**config.mk**
```make
export PLATFORM = sky130hd
export DESIGN_NAME = sbpf_top
export DESIGN_NICKNAME = d
export VERILOG_FILES = /design/src/core/sbpf_ee_mem.v /design/src/core/sbpf_top.v
export VERILOG_INCLUDE_DIRS = /design/src /design/src/core
export SDC_FILE = /design/constraint.sdc
export NUM_CORES = 1
export LEC_CHECK = 0
export BUFFER_PORTS_ARGS = -buffer_cell sky130_fd_sc_hd__buf_2
export CAP_MARGIN = 20
export CELL_PAD_IN_SITES_DETAIL_PLACEMENT = 1
export CELL_PAD_IN_SITES_GLOBAL_PLACEMENT = 2
export CORE_ASPECT_RATIO = 0.9
export CORE_MARGIN = 5
export CORE_UTILIZATION = 37
export DETAILED_ROUTE_END_ITERATION = 6
export GPL_ROUTABILITY_DRIVEN = 0
export PLACE_DENSITY_LB_ADDON = 0.08
export SLEW_MARGIN = 5
export SYNTH_ARGS = -nofsm -noshare
export SYNTH_HDL_FRONTEND = slang
export SYNTH_SLANG_ARGS = --single-unit
export TNS_END_PERCENT = 50
```
**constraint.sdc**
```tcl
create_clock -name i_ref_clk -period 4.23 [get_ports i_ref_clk]
set_clock_uncertainty 0.1 [all_clocks]
set_input_delay 0.6345 -clock i_ref_clk [delete_from_list [all_inputs] [get_ports i_ref_clk]]
set_output_delay 0.6345 -clock i_ref_clk [all_outputs]
set_load 0.01 [all_outputs]
```
**src/core/sbpf_map.vh**
```
// Constants for the slave board pin-function block
`ifndef SBPF_MAP_VH
`define SBPF_MAP_VH

`define SBPF_CSR3_EE_PINS_BIT   4
`define SBPF_CSR3_EEPROM_RELOAD_BIT_BIT   14
`define SBPF_CSR2_ARCHITECTURE_SELECT_BIT_BIT    13
`define SBPF_LED_OFF            1'b1
`define SBPF_EE_WORDS           8
`define SBPF_EE_ADDR_W          3
`define SBPF_EE_BITS            16
`define SBPF_BIT_LAST           4'hf
`define SBPF_PRDB_EEPROM_DATA_OUT_BIT      2
`define SBPF_SK_DIV             4'h4
`define SBPF_ST_IDLE            2'h0
`define SBPF_ST_SHIFT           2'h1
`define SBPF_ST_DONE            2'h2

`endif

```
**src/core/sbpf_ee_mem.v**
```verilog
// Small word store for the EEPROM contents shifted in at load
`timescale 1ns/1ps
`default_nettype none
`include "sbpf_map.vh"

module sbpf_ee_mem (
    input  wire                         i_ref_clk,
    input  wire                         i_we,
    input  wire [`SBPF_EE_ADDR_W-1:0]   i_waddr,
    input  wire [`SBPF_EE_BITS-1:0]     i_wdata,
    input  wire [`SBPF_EE_ADDR_W-1:0]   i_raddr,
    output reg  [`SBPF_EE_BITS-1:0]     o_rdata
);

    reg [`SBPF_EE_BITS-1:0] mem [0:`SBPF_EE_WORDS-1];

    always @(posedge i_ref_clk) begin
        if (i_we) begin
            mem[i_waddr] <= i_wdata;
        end
        o_rdata <= mem[i_raddr];
    end

endmodule

`default_nettype wire

```
**src/core/sbpf_top.v**
```verilog
// Pin-function and board-interface control for the slave network controller
// Function
// - Address-detect mode turns indicators 1-3 into delimiter, data, clock.
// - Indicator outputs are active low and software selects their meaning.
// - Config3 bit 4 switches private data bits 2,1,0 to EEPROM pins.
// - Shift-busy asserted only while EEPROM shifts in after reset or reload.
// - Shift-busy pin sampled low forces an EEPROM checksum error.
// - EEPROM chip select on every access and during reset load.
// - Sleep input low resets internally and holds outputs other than o_ee_rdata at reset.
// - Board holds architecture pin low; sampled after reset completes.
// - Config2 bit 13 selects shared memory or programmed I/O.
// - In shared-memory mode, match with read or write strobe is a memory access.
// - Flash boot option makes shared pin SRAM select, else irq 12.
// - Write strobe is SRAM write enable, or global with flash fitted.
// - SRAM output enable is registered from shared-memory match with read strobe.
// - Test data output is high impedance unless shifting.
// - Unconnected test data and mode select read as high.
// - Address-detect reject is internal match OR external reject input.
`timescale 1ns/1ps
`default_nettype none
`include "sbpf_map.vh"

module sbpf_top (
    input  wire         i_ref_clk,
    input  wire         i_rst,
    input  wire         i_sleep_n,
    input  wire [15:0]  i_csr2,
    input  wire [15:0]  i_csr3,
    input  wire         i_ext_addr_detect_mode,
    input  wire         i_flash_boot,
    input  wire         i_flash_fitted,
    input  wire [3:0]   i_led_status,
    input  wire         i_link_status,
    input  wire         i_start_frame_byte_delimiter,
    input  wire         i_serial_receive_data,
    input  wire         i_serial_receive_clock,
    input  wire         i_internal_reject,
    input  wire         i_external_reject_input,
    input  wire         i_shift_busy,
    input  wire         i_ee_sw_cs,
    input  wire         i_ee_sw_sk,
    input  wire         i_ee_sw_di,
    input  wire [7:0]   i_prdb_in,
    input  wire [7:0]   i_prdb_out,
    input  wire         i_prdb_drive,
    input  wire         i_slave_architecture_select,
    input  wire         i_shared_memory_match_n,
    input  wire         i_host_memory_read_strobe_n,
    input  wire         i_host_memory_write_strobe_n,
    input  wire         i_irq12,
    input  wire         i_tap_shifting,
    input  wire         i_tap_tdo,
    input  wire         i_tdi_in,
    input  wire         i_tdi_oe,
    input  wire         i_tms_in,
    input  wire         i_tms_oe,
    input  wire [`SBPF_EE_ADDR_W-1:0] i_ee_raddr,
    output reg  [3:0]   o_indicator_outputs_n,
    output reg          o_frame_reject,
    output reg  [7:0]   o_prdb_out,
    output reg  [7:0]   o_prdb_oe,
    output reg          o_eeprom_chip_select,
    output reg          o_shift_busy_out,
    output reg          o_shift_busy_oe,
    output reg          o_ee_checksum_err,
    output reg          o_eeprom_reload_bit_done,
    output reg          o_bus_slave_mode,
    output reg          o_pio_mode,
    output reg          o_shmem_read,
    output reg          o_shmem_write,
    output reg          o_sram_select_or_irq_line,
    output reg          o_sram_or_global_write_strobe_n,
    output reg          o_sram_output_enable_n,
    output reg          o_tdo,
    output reg          o_tdo_oe,
    output reg          o_tdi_eff,
    output reg          o_tms_eff,
    output wire [`SBPF_EE_BITS-1:0] o_ee_rdata
);

    ////////////////////////////////////////////////////////////////////////
    // Sleep acts as a reset source; while asleep, inputs other than sleep and i_ee_raddr are ignored
    wire int_rst = i_rst | ~i_sleep_n;

    reg  [1:0]  st_ff;
    reg  [1:0]  nxt_st;
    reg  [3:0]  div_ff;
    reg         sk_ff;
    reg  [3:0]  bit_ff;
    reg  [`SBPF_EE_ADDR_W-1:0] word_ff;
    reg  [`SBPF_EE_BITS-1:0]   sh_ff;
    reg         we_ff;
    reg         load_d_ff;
    reg         arch_seen_ff;

    wire ee_pins   = i_csr3[`SBPF_CSR3_EE_PINS_BIT];
    wire load_req  = i_csr3[`SBPF_CSR3_EEPROM_RELOAD_BIT_BIT];
    wire load_rise = load_req & ~load_d_ff;
    wire sk_tick   = (div_ff == `SBPF_SK_DIV);
    wire last_bit  = (bit_ff == `SBPF_BIT_LAST);
    wire last_word = (word_ff == {`SBPF_EE_ADDR_W{1'b1}});
    wire ee_do     = i_prdb_in[`SBPF_PRDB_EEPROM_DATA_OUT_BIT];

    ////////////////////////////////////////////////////////////////////////
    // EEPROM load sequencer
    always @* begin
        nxt_st = st_ff;
        case (st_ff)
            `SBPF_ST_IDLE: begin
                if (load_rise) begin
                    nxt_st = `SBPF_ST_SHIFT;
                end
            end
            `SBPF_ST_SHIFT: begin
                if (sk_tick & sk_ff & last_bit & last_word) begin
                    nxt_st = `SBPF_ST_DONE;
                end
            end
            `SBPF_ST_DONE: nxt_st = `SBPF_ST_IDLE;
            default:       nxt_st = `SBPF_ST_IDLE;
        endcase
    end

    always @(posedge i_ref_clk or posedge int_rst) begin
        if (int_rst) begin
            // Hardware reset starts an automatic load
            st_ff     <= `SBPF_ST_SHIFT;
            div_ff    <= 4'h0;
            sk_ff     <= 1'b0;
            bit_ff    <= 4'h0;
            word_ff   <= {`SBPF_EE_ADDR_W{1'b0}};
            sh_ff     <= {`SBPF_EE_BITS{1'b0}};
            we_ff     <= 1'b0;
            load_d_ff <= 1'b0;
        end else begin
            st_ff     <= nxt_st;
            load_d_ff <= load_req;
            we_ff     <= 1'b0;
            if (st_ff == `SBPF_ST_SHIFT) begin
                div_ff <= sk_tick ? 4'h0 : div_ff + 4'h1;
                if (sk_tick) begin
                    sk_ff <= ~sk_ff;
                    if (~sk_ff) begin
                        sh_ff <= {sh_ff[`SBPF_EE_BITS-2:0], ee_do};
                    end else begin
                        bit_ff <= bit_ff + 4'h1;
                        if (last_bit) begin
                            we_ff   <= 1'b1;
                            word_ff <= word_ff + 1'b1;
                        end
                    end
                end
            end else begin
                div_ff  <= 4'h0;
                sk_ff   <= 1'b0;
                bit_ff  <= 4'h0;
                word_ff <= {`SBPF_EE_ADDR_W{1'b0}};
            end
        end
    end

    sbpf_ee_mem u_mem (
        .i_ref_clk (i_ref_clk),
        .i_we      (we_ff),
        .i_waddr   (word_ff - 1'b1),
        .i_wdata   (sh_ff),
        .i_raddr   (i_ee_raddr),
        .o_rdata   (o_ee_rdata)
    );

    ////////////////////////////////////////////////////////////////////////
    // Registered pin functions; no role changes between edges
    always @(posedge i_ref_clk or posedge int_rst) begin
        if (int_rst) begin
            o_indicator_outputs_n <= {4{`SBPF_LED_OFF}};
            o_frame_reject        <= 1'b0;
            o_prdb_out            <= 8'h00;
            o_prdb_oe             <= 8'h00;
            o_eeprom_chip_select  <= 1'b0;
            o_shift_busy_out      <= 1'b0;
            o_shift_busy_oe       <= 1'b0;
            o_ee_checksum_err     <= 1'b0;
            o_eeprom_reload_bit_done        <= 1'b0;
            o_bus_slave_mode      <= 1'b0;
            o_pio_mode            <= 1'b0;
            o_shmem_read          <= 1'b0;
            o_shmem_write         <= 1'b0;
            o_sram_select_or_irq_line       <= 1'b1;
            o_sram_or_global_write_strobe_n <= 1'b1;
            o_sram_output_enable_n          <= 1'b1;
            o_tdo                 <= 1'b0;
            o_tdo_oe              <= 1'b0;
            o_tdi_eff             <= 1'b1;
            o_tms_eff             <= 1'b1;
            arch_seen_ff          <= 1'b0;
        end else begin
            if (i_ext_addr_detect_mode) begin
                o_indicator_outputs_n <= ~{i_serial_receive_clock,
                                           i_serial_receive_data,
                                           i_start_frame_byte_delimiter,
                                           i_link_status};
                o_frame_reject <= i_internal_reject
                                | i_external_reject_input;
            end else begin
                o_indicator_outputs_n <= ~i_led_status;
                o_frame_reject        <= i_internal_reject;
            end
            if (ee_pins | (st_ff == `SBPF_ST_SHIFT)) begin
                // Bit 2 becomes an input from the EEPROM
                o_prdb_out <= {i_prdb_out[7:3], 1'b0,
                    (st_ff == `SBPF_ST_SHIFT) ? 1'b0 : i_ee_sw_di,
                    (st_ff == `SBPF_ST_SHIFT) ? sk_ff : i_ee_sw_sk};
                o_prdb_oe  <= {{5{i_prdb_drive}}, 3'h3};
            end else begin
                o_prdb_out <= i_prdb_out;
                o_prdb_oe  <= {8{i_prdb_drive}};
            end
            o_eeprom_chip_select <= (st_ff == `SBPF_ST_SHIFT)
                                  | (ee_pins & i_ee_sw_cs);
            o_shift_busy_out <= (st_ff == `SBPF_ST_SHIFT);
            o_shift_busy_oe  <= (st_ff == `SBPF_ST_SHIFT);
            if (st_ff == `SBPF_ST_SHIFT) begin
                o_ee_checksum_err <= 1'b0;
                o_eeprom_reload_bit_done    <= 1'b0;
            end else if (st_ff == `SBPF_ST_DONE) begin
                o_eeprom_reload_bit_done <= 1'b1;
            end
            // Pin held low while idle means no EEPROM present
            if ((st_ff == `SBPF_ST_IDLE) & ~i_shift_busy) begin
                o_ee_checksum_err <= 1'b1;
            end
            if (~arch_seen_ff) begin
                arch_seen_ff     <= 1'b1;
                o_bus_slave_mode <= ~i_slave_architecture_select;
            end
            o_pio_mode <= i_csr2[`SBPF_CSR2_ARCHITECTURE_SELECT_BIT_BIT];
            // PIO mode (Config2 bit 13) blocks both shared-memory strobes, whatever the match pin
            o_shmem_read  <= ~i_csr2[`SBPF_CSR2_ARCHITECTURE_SELECT_BIT_BIT]
                           & ~i_shared_memory_match_n
                           & ~i_host_memory_read_strobe_n;
            o_shmem_write <= ~i_csr2[`SBPF_CSR2_ARCHITECTURE_SELECT_BIT_BIT]
                           & ~i_shared_memory_match_n
                           & ~i_host_memory_write_strobe_n;
            o_sram_select_or_irq_line <= i_flash_boot
                ? i_shared_memory_match_n : i_irq12;
            // SRAM-only strobe is blocked in PIO mode; with flash fitted it stays live in PIO mode as the global strobe
            o_sram_or_global_write_strobe_n <= ~(~i_shared_memory_match_n
                & ~i_host_memory_write_strobe_n
                & (i_flash_fitted | ~i_csr2[`SBPF_CSR2_ARCHITECTURE_SELECT_BIT_BIT]));
            o_sram_output_enable_n <= ~(~i_shared_memory_match_n
                & ~i_host_memory_read_strobe_n);
            o_tdo     <= i_tap_tdo;
            o_tdo_oe  <= i_tap_shifting;
            o_tdi_eff <= i_tdi_oe ? i_tdi_in : 1'b1;
            o_tms_eff <= i_tms_oe ? i_tms_in : 1'b1;
        end
    end

endmodule

`default_nettype wire

```
==> impl_summary.txt <==
----------------------------------------------------
[GRT]
  First-pass GRT wire length ... 24200 um
  GRT overflow ... 0
  Largest net degree at the start of global routing ... 38
  Number of antenna violations at the first check in global routing ... 0
  Total routing resource utilization after global routing ... 0.129
  Number of global-route vias before repair ... 4310

[CTS]
  H-tree levels ... 1
  CTS tree ... done
  Post-cts repair resize count ... 0
  Clk_lat worst skew ... 0.51 ns
  Root buf cell ... clkbuf_16
  Sinks on Clock Net ... 208
  Hold buffers post-CTS ... 0
  Post-CTS setup buffer count ... 0
  Clock Path Buffers ... 3
  Number of buffers created by CTS ... 23
  Clock Pin Slew Worst Setup and Hold Paths ... 0.06 ns

[Yosys]
  Sequential fraction of the synthesis area ... 0.744
  Proportion of synthesized area in mux cells ... 0.165
  Synth unique cells ... 41
  Post-synthesis net count ... 488
  Flop and latch count out of synthesis ... 208
  Simple-gate share of the synthesized area ... 0.0355
  Top cell type's share of synthesized area ... 0.495
  Post-synthesis share of cell area spent on xor and xnor gates ... 0.00790
  Combinational family with the most area after synthesis ... multiplexers
  Yosys top cell by area ... edfxtp_1
  Avg Cell Area, Syn ... 19.6 um^2
  Synth area leaders ... edfxtp_1, dfrtp_1, mux4_1
  Area of the mapped netlist ... 7760 um^2
  Adder-cell share of the synthesized area ... 0.0129
  Synthesis Warnings ... 0
  Post-Syn Instances ... 397
  Post-synthesis compound-gate area fraction ... 0.0116

[Floorplan]
  Die Y ... 147 um
  Initial standard-cell utilization of the core ... 0.375
  CORE AREA ... 20700 um^2
  Die area ... 24000 um^2
  Die outline width ... 163 um
  Floorplan row count ... 50
  Number of top-level pins ... 136

[Placed design]
  Number of placed instances, taps included ... 768
  Number of I/O port buffers ... 99
  Detailed placer's ending HPWL ... 9070 um
  Area of placed instances ... 8600 um^2

[Worst setup path]
  Worst Setup Start Kind ... flop
  Worst Path Required ... 4.51 ns
  Data arrival time at the worst-slack endpoint ... 2.98 ns
  Depth of the worst register-to-register path ... 5
  Maximum fanout count along the critical path ... 20
  Element type at the critical path end ... flop
  Category of the critical setup timing path ... reg2reg

[Power]
  Power density normalized to cell area ... 451 nW/um^2
  Switch Pwr ... 0.849 mW
  VDD IR-drop max ... 0.000201 V
  Leakage dissipation ... 3.32 nW
  Final Power ... 4.23 mW
  Part of the total power dissipated in combinational logic ... 0.028
  Proportion of power drawn by the clock network ... 0.457
  Internal ... 3.39 mW
  Switching power as a share of total power ... 0.200
  Reg power frac ... 0.514

[Drt]
  Count of routing violations after the opening detailed-route iteration ... 224
  Met1 layer wirelength in the final routing ... 6920 um
  Metal2 WL ... 6990 um
  Detailed-routed wire length on met3 ... 929 um
  Highest routing layer actually used ... met4
  Routed vias ... 3857
  Antenna-violating nets left ... 0
  Avg WL per Cell ... 18.7 um
  Detailed-route wire length ... 15200 um
  Number of DRC violations after detailed routing ... 0
  Drt pass-1 iters ... 4
  Vias/cell ... 4.74

[Run]
  Max Cap Viol ... 0

[Timing]
  Final max-slew violation count ... 0
  Headroom to the max-slew limit ... 0.297
  Min Clock Period, post-route ... 2.69 ns
  Setup repair after global routing missed its margin ... false
  Max frequency ... 0.371 GHz
  Total negative slack for setup checks ... 0 ns
  Share of the cycle needed by the critical path after routing ... 0.637
  Setup Viol. Count Final ... 0
  Hold Vio Cnt, Final ... 0
  Final hold slack ... 0.140 ns
  Worst-Margin Slew ... 1.05 ns

[Finish]
  Storage cell area ... 5780 um^2
  Antenna cell count ... 0
  Area delta synth->final ... 21.0%
  Commonest cells after routing, fill and taps aside ... edfxtp_1, buf_2, dfrtp_1
  Leading cell type in the layout, fill and taps excluded ... edfxtp_1
  # nets final ... 601
  Ratio of cells with drive above 1 in the final layout ... 0.383
  Number of filler cells placed in the layout ... 1979
  Area of combinational cells with multiple inputs ... 1870 um^2
  Final cell area excluding filler cells ... 9390 um^2
  Layout Cells excl Fill ... 813

[Min path]
  Cell depth of the worst hold path ... 1
  Type of the tightest min-delay check ... in2reg

[Run status]
  Run status ... completed

----------------------------------------------------
==> registers in the layout, indices dropped and copies added (netlist names), 2 cells and up <==
signal                 flops
bit_ff                     4
div_ff                     4
o_indicator_outputs_n      4
o_prdb_oe                  3
o_prdb_out                 8
sh_ff                     16
st_ff                      2
u_mem.mem                128
u_mem.o_rdata             16
word_ff                    3
==> through the flow <==
| step | setup slack [ns] | util |
|---|---|---|
| after global placement | 1.48 | 0.415 |
| after detailed placement | 1.47 | 0.415 |
| after CTS | 1.47 | 0.451 |
| after floorplan | 1.32 | - |
| final | 1.54 | 0.454 |
| after global routing | 1.35 | 0.454 |
==> power by group through the flow <==
stage | Clock, mW | Sequential [mW] | Combinational, mW
finish | 1.94 | 2.18 | 0.120
global route | 2.09 | 2.18 | 0.135
CTS | 2.00 | 2.18 | 0.125
detailed placement | 0 | 2.22 | 0.125
global placement | 0 | 2.22 | 0.124
floorplan | 0 | 2.23 | 0.0614
==> per-layer routing <==
layer / vias up / global-route usage
met1: 1967 / 0.173
met4: 0 / 0.0390
li1: 1759 / -
met2: 104 / 0.206
met3: 27 / 0.0374
met5: - / 0
==> synthesized netlist by cell type (all sizes together) <==
cell type	number
a21o	1
mux4	32
dfstp	10
nand2	13
o21ai	5
nor3	9
or3	1
edfxtp	128
mux2	34
and4b	1
o2bb2ai	1
and2b	1
clkbuf	4
ha	8
mux2i	7
nand4	1
nor2	16
nand2b	3
dfxtp	16
inv	10
buf	16
nor3b	2
xor2	4
a2bb2oi	1
dfrtp	54
a21oi	8
nand4b	1
and2	1
nor2b	1
xnor2	3
or2	1
conb	1
nand3	2
and3	1
==> cell families after synthesis <==
family / after synthesis
adder cells (fa/ha/maj): 8
buffers and inverters: 30
AND/OR/NAND/NOR: 54
flip-flops: 208
XOR/XNOR: 7
other: 1
multiplexers: 73
AO/OA/AOI/OAI: 16
==> critical path, cell delays in order (launching register included) <==
cell	delay (ns)
dfstp_2	0.53
ha_1	0.32
inv_1	0.38
nor3_4	0.59
buf_4	0.30
mux2_2	0.35
==> worst paths after layout <==
check / from / endpoint / slack, ns
worst max-delay path: st_ff[0] / sh_ff[6] / 1.54
worst min-delay path: i_tap_shifting / o_tdo_oe / 0.14
worst max register to register: st_ff[0] / sh_ff[6] / 1.54
worst min register to register: arch_seen_ff / o_bus_slave_mode / 0.35
max in group asynchronous: i_rst / st_ff[0] / 2.99
min in group asynchronous: i_sleep_n / o_frame_reject / 0.27
==> final cells by class <==
class                      instances  area share
tap                              286      0.0381
inverter                          10     0.00400
clock inverter                    11      0.0117
timing repair buffer             108      0.0650
clock buffer                      31      0.0666
multi-input combinational        159       0.199
sequential                       208       0.615
No activity file was read; power rests on OpenSTA's default activity.
